$ cat src/hw/ble_pkg.sv
// Purpose: Shared constants and types for the branch, logic and shift executor
// Assumes: 8-bit data path, 15-bit program counter, 7-bit file addresses
// Notes:   Datapath widths, latch and MSB bit positions, and counter, accumulator and flag reset values live here
package ble_pkg;

    localparam int          BLE_PC_W       = 15;
    localparam int          BLE_LIT_W      = 11;
    localparam int          BLE_FADDR_W    = 7;
    localparam int          BLE_DATA_W     = 8;
    localparam int          BLE_LATCH_W    = 7;
    localparam int          BLE_LATCH_HI   = 6;
    localparam int          BLE_LATCH_LO   = 3;
    localparam int          BLE_JUMP_CYC   = 2;
    localparam int          BLE_DATA_MSB   = 7;
    localparam logic [14:0] BLE_PC_RESET   = 15'h0000;
    localparam logic [14:0] BLE_PC_STEP    = 15'h0001;
    localparam logic [7:0]  BLE_ACC_RESET  = 8'h00;
    localparam logic [7:0]  BLE_DATA_ONE   = 8'h01;
    localparam logic [7:0]  BLE_DATA_ZERO  = 8'h00;
    localparam logic        BLE_FLAG_RESET = 1'b0;
    localparam logic        BLE_DEST_ACC   = 1'b0;
    localparam logic        BLE_DEST_FILE  = 1'b1;

    // Operations carried out by the executor
    typedef enum logic [2:0] {
        BLE_OP_JUMP_ABSOLUTE,
        BLE_OP_OR_LITERAL_INTO_ACC,
        BLE_OP_ADD_ONE_TO_FILE,
        BLE_OP_OR_ACC_WITH_FILE,
        BLE_OP_SHIFT_LEFT_LOGICAL,
        BLE_OP_SHIFT_RIGHT_LOGICAL
    } ble_op_t;

    // One decoded instruction with its file operand already read
    typedef struct packed {
        ble_op_t          op;
        logic [10:0]      lit;
        logic [6:0]       faddr;
        logic             dest;
        logic [7:0]       fdata;
    } ble_req_t;

    // Write-back to the file registers
    typedef struct packed {
        logic             we;
        logic [6:0]       addr;
        logic [7:0]       data;
    } ble_fwr_t;

endpackage

$ cat src/hw/ble_exec.sv
// Purpose: Executes absolute jump, OR, increment and logical shift instructions
// Assumes: Decoder presents one instruction per cycle with its file operand read
// Notes:   Owns accumulator, zero flag, shift-out flag and program counter
`timescale 1ns/1ps

// Functional notes
// RULE1 - Jump loads literal into counter bits 10:0
// RULE2 - Jump loads latch bits 6:3 into 14:11
// RULE3 - Jump takes two cycles, flags untouched
// RULE4 - OR literal into accumulator, update zero
// RULE5 - Increment file operand, update zero flag
// RULE6 - Destination bit: 0 accumulator, 1 file
// RULE7 - OR accumulator with file, update zero
// RULE8 - Left shift: bit7 out, zero in
// RULE9 - Shifts update shift-out, zero, honour destination
// RULE10 - Right shift: zero in, bit0 out
// RULE11 - Zero flag set exactly when result zero
module ble_exec
    import ble_pkg::*;
(
    input  wire logic                  CLK,
    input  wire logic                  RESET,
    input  wire ble_req_t              REQ,
    input  wire logic                  REQ_VALID,
    output logic                       REQ_READY,
    input  wire logic [BLE_LATCH_W-1:0] LATCH,
    output logic [BLE_PC_W-1:0]        PC,
    output logic [BLE_DATA_W-1:0]      ACC,
    output logic                       ZERO_FLAG,
    output logic                       SHIFT_OUT,
    output ble_fwr_t                   FILE_WR
);

    typedef enum logic [0:0] {
        ST_RUN,
        ST_JUMP_FILL
    } ble_state_t;

    ble_state_t                 state;
    ble_state_t                 next_state;
    logic [BLE_PC_W-1:0]        pc;
    logic [BLE_PC_W-1:0]        next_pc;
    logic [BLE_DATA_W-1:0]      acc;
    logic [BLE_DATA_W-1:0]      next_acc;
    logic                       zero;
    logic                       next_zero;
    logic                       carry;
    logic                       next_carry;
    ble_fwr_t                   fwr;
    ble_fwr_t                   next_fwr;
    logic [BLE_DATA_W-1:0]      result;
    logic                       writes_result;
    logic                       to_file;
    logic                       take;

    assign REQ_READY = (state == ST_RUN);
    assign take      = REQ_VALID && REQ_READY;

    // Next-value logic for the whole execution state
    always_comb begin
        next_state    = state;
        next_pc       = pc;
        next_acc      = acc;
        next_zero     = zero;
        next_carry    = carry;
        next_fwr      = '0;
        result        = BLE_DATA_ZERO;
        writes_result = 1'b0;
        to_file       = 1'b0;
        if (state == ST_JUMP_FILL) begin
            // Second jump cycle: fetch slot is discarded
            next_state = ST_RUN; // RULE3
        end else if (REQ_VALID) begin
            next_pc = pc + BLE_PC_STEP;
            unique case (REQ.op)
                BLE_OP_JUMP_ABSOLUTE: begin
                    next_pc[BLE_LIT_W-1:0]        = REQ.lit; // RULE1
                    next_pc[BLE_PC_W-1:BLE_LIT_W] =
                        LATCH[BLE_LATCH_HI:BLE_LATCH_LO]; // RULE2
                    next_state                    = ST_JUMP_FILL; // RULE3
                end
                BLE_OP_OR_LITERAL_INTO_ACC: begin
                    result        = acc | REQ.lit[BLE_DATA_W-1:0]; // RULE4
                    writes_result = 1'b1;
                end
                BLE_OP_ADD_ONE_TO_FILE: begin
                    result        = REQ.fdata + BLE_DATA_ONE; // RULE5
                    writes_result = 1'b1;
                    to_file       = REQ.dest;
                end
                BLE_OP_OR_ACC_WITH_FILE: begin
                    result        = acc | REQ.fdata; // RULE7
                    writes_result = 1'b1;
                    to_file       = REQ.dest;
                end
                BLE_OP_SHIFT_LEFT_LOGICAL: begin
                    result        = {REQ.fdata[BLE_DATA_MSB-1:0], 1'b0}; // RULE8
                    next_carry    = REQ.fdata[BLE_DATA_MSB]; // RULE8 RULE9
                    writes_result = 1'b1;
                    to_file       = REQ.dest;
                end
                BLE_OP_SHIFT_RIGHT_LOGICAL: begin
                    result        = {1'b0, REQ.fdata[BLE_DATA_MSB:1]}; // RULE10
                    next_carry    = REQ.fdata[0]; // RULE10 RULE9
                    writes_result = 1'b1;
                    to_file       = REQ.dest;
                end
                default: begin
                    // Illegal operation code: counter still advances
                    writes_result = 1'b0;
                end
            endcase
            if (writes_result) begin
                next_zero = (result == BLE_DATA_ZERO); // RULE11
                if (to_file == BLE_DEST_FILE) begin
                    next_fwr.we   = 1'b1; // RULE6
                    next_fwr.addr = REQ.faddr;
                    next_fwr.data = result;
                end else begin
                    next_acc = result; // RULE6
                end
            end
        end
    end

    always_ff @(posedge CLK) begin
        if (RESET) begin
            state <= ST_RUN;
            pc    <= BLE_PC_RESET;
            acc   <= BLE_ACC_RESET;
            zero  <= BLE_FLAG_RESET;
            carry <= BLE_FLAG_RESET;
            fwr   <= '0;
        end else begin
            state <= next_state;
            pc    <= next_pc;
            acc   <= next_acc;
            zero  <= next_zero;
            carry <= next_carry;
            fwr   <= next_fwr;
        end
    end

    assign PC        = pc;
    assign ACC       = acc;
    assign ZERO_FLAG = zero;
    assign SHIFT_OUT = carry;
    assign FILE_WR   = fwr;
endmodule

$ cat config.mk
export PLATFORM = sky130hd
export DESIGN_NAME = ble_exec
export DESIGN_NICKNAME = d
export VERILOG_FILES = /design/src/hw/ble_pkg.sv /design/src/hw/ble_exec.sv
export SDC_FILE = /design/constraint.sdc
export NUM_CORES = 1
export LEC_CHECK = 0
export BUFFER_PORTS_ARGS = -buffer_cell sky130_fd_sc_hd__clkbuf_2
export CORE_UTILIZATION = 47
export CTS_BUF_LIST = sky130_fd_sc_hd__clkbuf_4
export CTS_CLUSTER_DIAMETER = 40
export CTS_CLUSTER_SIZE = 28
export DETAILED_ROUTE_END_ITERATION = 8
export PLACE_DENSITY = 0.88
export SLEW_MARGIN = 15
export SYNTH_ARGS = -nofsm -noshare
export SYNTH_HDL_FRONTEND = slang
export SYNTH_SLANG_ARGS = --single-unit
$ cat constraint.sdc
create_clock -name CLK -period 1.7 [get_ports CLK]
set_clock_uncertainty 0.1 [all_clocks]
set_input_delay 0.425 -clock CLK [delete_from_list [all_inputs] [get_ports CLK]]
set_output_delay 0.425 -clock CLK [all_outputs]
set_load 0.05 [all_outputs]
### Yosys cells after proc, flatten, opt, wreduce, memory -nomap -nowiden

Cells that the tools add are included.

* equality and inequality tests: 5
* reduce and logical (&&, ||, !) cells: 12
* muxes and demuxes: 13
* bitwise logic cells: 6
* add/subtract/negate cells: 2

Operator list (count)
* one-hot mux 8 bit (5 select lines): 1
* 2-to-1 mux 16 bit: 1
* 2-to-1 mux 8 bit: 2
* bitwise OR 8 bit: 2
* adder 15 x 1 -> 15 bit (second input constant): 1
* 2-to-1 mux 15 bit: 1
* OR reduction 5 bit: 2
* adder 8 x 1 -> 8 bit (second input constant): 1
* zero test 8 bit: 1
* OR reduction 4 bit: 2
* 2-to-1 mux 1 bit: 7
* equality test 3 x 2 -> 1 bit (second input constant): 2
* equality test 3 bit (second input constant): 2
* AND reduction 3 bit: 2
* inverter 1 bit: 4
* AND reduction 4 bit: 1
* equality test 3 x 1 -> 1 bit (second input constant): 1
* zero test 3 bit: 1
* OR reduction 3 bit: 1
* one-hot mux 1 bit (2 select lines): 1
* AND reduction 2 bit: 1
* nonzero test 2 bit: 1

* register bits after elaboration: 42
* input bits: 40
* output and inout port bits: 42
* logic and storage cells: 46

### Logic depth before layout (Yosys ltp)

* depth in word-level cells: 7
* depth in mapped cells: 8
* depth with buffers taken out: 7

### Least setup slack after synthesis

Ideal clock, no wire load.

* path kind: register to register
* start point: register pc[0], in the netlist PC[0]
* end point: register pc[14], in the netlist PC[14]
* period minus slack after synthesis: 2.195 ns
* arrival time: 1.956 ns
* stages on the path, launching flop included: 9
* path buffers: 1
* path slack: -0.495 ns
* setup time: 0.139 ns
* required time: 1.461 ns
* path through: dfxtp_1 -> ha_1 -> nand3_1 -> or3_1 -> buf_2 -> nor2_1 -> nand3_1 -> o21ai_1 -> a211oi_2

* word-level cells in the longest chain between the ends: 2

Ends and longest elaborated chain
* from (decl): line ble_exec.sv:41 `logic [BLE_PC_W-1:0] pc;`
* from (signal assigned): line ble_exec.sv:136 `pc <= next_pc;`
* adder 15 x 1 -> 15 bit: line ble_exec.sv:74 `next_pc = pc + BLE_PC_STEP;`
* 2-to-1 mux 15 bit: line ble_exec.sv:75 `unique case (REQ.op)`

No other way between the ends.
A chain may end at the register's enable or synchronous reset.

### Worst setup path in the final report

* start point: register pc[10], in the netlist PC[10]
* end point: output PC[10]

RTL lines
* to (decl): line ble_exec.sv:27 `output logic [BLE_PC_W-1:0] PC,`

No word-level cell between the ends.

==> summary.md <==
| Metric | Value |
|---|---|
| Worst Path Arrival | `1.16 ns` |
| Synthesized cell area | `0.002322 mm²` |
| # DRC | `0` |
| Vias in the first global route | `2289` |
| Syn Inst Count | `279` |
| FF-to-FF path depth | `7` |
| RSZ-0062 raised after global routing | `true` |
| Top delay family on crit path | `flip-flops` |
| Clock root buffer | `clkbuf_4` |
| Commonest cells in the netlist | `dfxtp_1 (42), nor2_1 (32), a21oi_1 (27)` |
| Grt ovf | `0` |
| Area of the core | `0.004723 mm²` |
| Clock Sinks | `42` |
| Chip Height | `72.29 µm` |
| Worst path bufs/invs | `1` |
| Setup-failing EPs final | `0` |
| Flops & latches, synth | `42` |
| Synth top area cells | `dfxtp_1 (36%), a21oi_1 (5.8%), nor2_1 (5.2%)` |
| LEAKAGE | `1.393 nW` |
| Die X | `72.29 µm` |
| Total GRT Usage | `24.82%` |
| Hold Crit Depth | `2` |
| Die area | `0.005226 mm²` |
| Crit Path Category | `reg2out` |
| Sequential share of the synthesized area | `36.21%` |
| Area Overhead vs Synth | `37.28%` |
| Reg2reg start | `PC[0]` |
| Layout Cells excl Fill | `456` |
| Critical path cell sequence | `clkbuf_4` |
| Post-layout net count | `431` |
| Outcome | `finished, final reports clean` |
| Number of synthesized flops with an enable pin | `0` |
| Peak VDD IR | `0.3072 mV` |
| Syn Nets | `321` |
| Slowest CP cell | `dfxtp_1` |
| H-tree depth | `2` |
| Pwr/cell area | `667.2 mW/mm²` |
| Period Utilization, post-route | `99.07%` |
| CP Launch Type | `register` |
| Ys flop type | `dfxtp_1` |
| Max clock buf depth | `2` |
| Area leader, netlist | `dfxtp_1` |
| Diode count | `0` |
| Worst reg-to-reg setup slack | `0.02 ns` |
| Drt via density | `5.504` |
| Post-route minimum period | `1.684 ns` |
| Final core utilization | `67.50%` |
| Min-Delay Endpoint | `FILE_WR[11]` |
| First-pass GRT wire length | `10240 µm` |
| Starting Density | `49.17%` |
| Max-cap viol count | `0` |
| FF-to-FF End | `PC[10]` |
| Worst-Margin Slew | `0.3452 ns` |
| Total CTS buffers | `5` |
| FFs w/ async S/R, synth | `0%` |
| Most common cell in the netlist | `dfxtp_1` |
| Largest net degree at the start of global routing | `26` |
| Final slew viol count | `0` |
| Antenna violations before repair | `0` |
| Yosys warnings | `0` |
| Cell area after layout | `0.003188 mm²` |
| Drt first pass iters | `4` |
| Relative slew margins | `76.83%` |
| Required time of the critical path | `1.17 ns` |
| Worst-path maximum fanout | `7` |
| Post-synth cell types | `57` |
| Cell Area, Placed | `0.003100 mm²` |
| Io pins | `82` |
| CTS tree | `yes` |
| Share of layout cells above drive strength 1 | `43.19%` |
| Later-pin clock latency in the skew report | `0.35 ns` |
| Crit. End Element | `output port` |
| ANT nets after route | `0` |
| Hold Fails Final Rpt | `0` |
| Worst-path clk slew | `0.13 ns` |
| Routed WL | `6618 µm` |
| Final worst setup slack | `0.01573 ns` |
| Post-DR wirelength/cell | `14.51 µm` |
| WHS | `0.1654 ns` |
| Inst Count DP | `447` |
| Routability cong. | `0.9467` |
| Worst stage delay on the critical path | `0.50 ns` |
| Worst hold path type | `in2reg` |
| Fmax | `593.7 MHz` |
| Port Buffer Count | `78` |
| Via Count | `2510` |
| Initial DRC count | `212` |
| Setup WS pre-CTS | `-0.2285 ns` |
| Min-delay src | `REQ[12]` |
| Synth top area share | `36.21%` |
| Row Count | `25` |
| Post-DP HPWL | `4872 µm` |
| Syn_area_per_cell | `8.323 µm²` |
-- layout make-up --
| cell class | instances | area, µm² |
|---|---|---|
| timing repair buffer | 122 | 773.2 |
| sequential | 42 | 868.3 |
| inverter | 3 | 11.26 |
| multi-input combinational | 215 | 1404 |
| fill | 371 | 1535 |
| tap | 67 | 83.83 |
| clock buffer | 5 | 37.54 |
| clock inverter | 2 | 10.01 |
-- logic make-up after synthesis --
logic type,synth area share (%)
AOI/OAI and AO/OA,21.23
xor gates and xnor gates,2.263
adders and majority gates,1.077
buffers and inverters,5.549
DFF,36.21
muxes,4.633
and+or+nand+nor,29.04
-- registers in the layout (all words and copies together) (netlist names) --
register   flops
ACC            8
FILE_WR       16
PC            15
SHIFT_OUT      1
ZERO_FLAG      1
state          1
-- worst max-delay path by stage --
stage | startpoint | to | slack (ns) | cells past startpoint
2_1_floorplan | PC[1] | PC[14] | -0.03 | 8
3_3_place_gp | REQ[28] | ZERO_FLAG | -0.19 | 8
3_5_place_dp | REQ[28] | FILE_WR[3] | -0.23 | 7
4_1_cts | PC[10] | PC[10] | 0.04 | 1
5_1_grt | PC[0] | PC[10] | -0.05 | 7
6_report | PC[10] | PC[10] | 0.02 | 1
-- stage by stage --
stage / total power [W] / TNS (ns)
2_1_floorplan: 0.001438 / -0.08122
5_1_grt: 0.002222 / -0.05255
6_report: 0.002127 / 0
4_1_cts: 0.002123 / 0
3_5_place_dp: 0.001667 / -6.146
3_3_place_gp: 0.001655 / -4.292
-- per-layer routing --
layer	share of wire, %	vias to the layer above	wire length (µm)	GRT usage, %
met5	0	-	0	0
met1	43	1158	2818	30.20
met4	2.4	0	160	10.24
met3	6.1	16	401	4.167
li1	-	1232	-	-
met2	49	104	3237	43.30
-- where the power goes --
group | internal [W] | total, W | switching [W]
Sequential | 0.00102 | 0.00106 | 0.0000404
Clock | 0.000149 | 0.000465 | 0.000316
Combinational | 0.000243 | 0.000604 | 0.000361
-- placed cells by master, fill, tap and decap left out, types with 7 or more instances in the layout --
cell	netlist	layout
buf_4	6	40
a21oi_1	27	26
and2_1	8	8
nand3_1	8	7
mux2i_1	7	7
clkbuf_2	0	77
o21ai_0	10	10
nand2_1	22	22
a211oi_1	8	8
nor2_1	32	32
dfxtp_1	42	32
nor3_1	10	10
-- what timing repair did --
item | 4_1_cts | 5_1_grt
buffers inserted | 0 | 2
resized for setup | 1 | 5
setup endpoints to repair | 1 | 6
hold buffers | 0 | 0
endpoints found under the hold margin | 0 | 0
pin swaps | 0 | 3
Power figures use the tool's default switching activity.
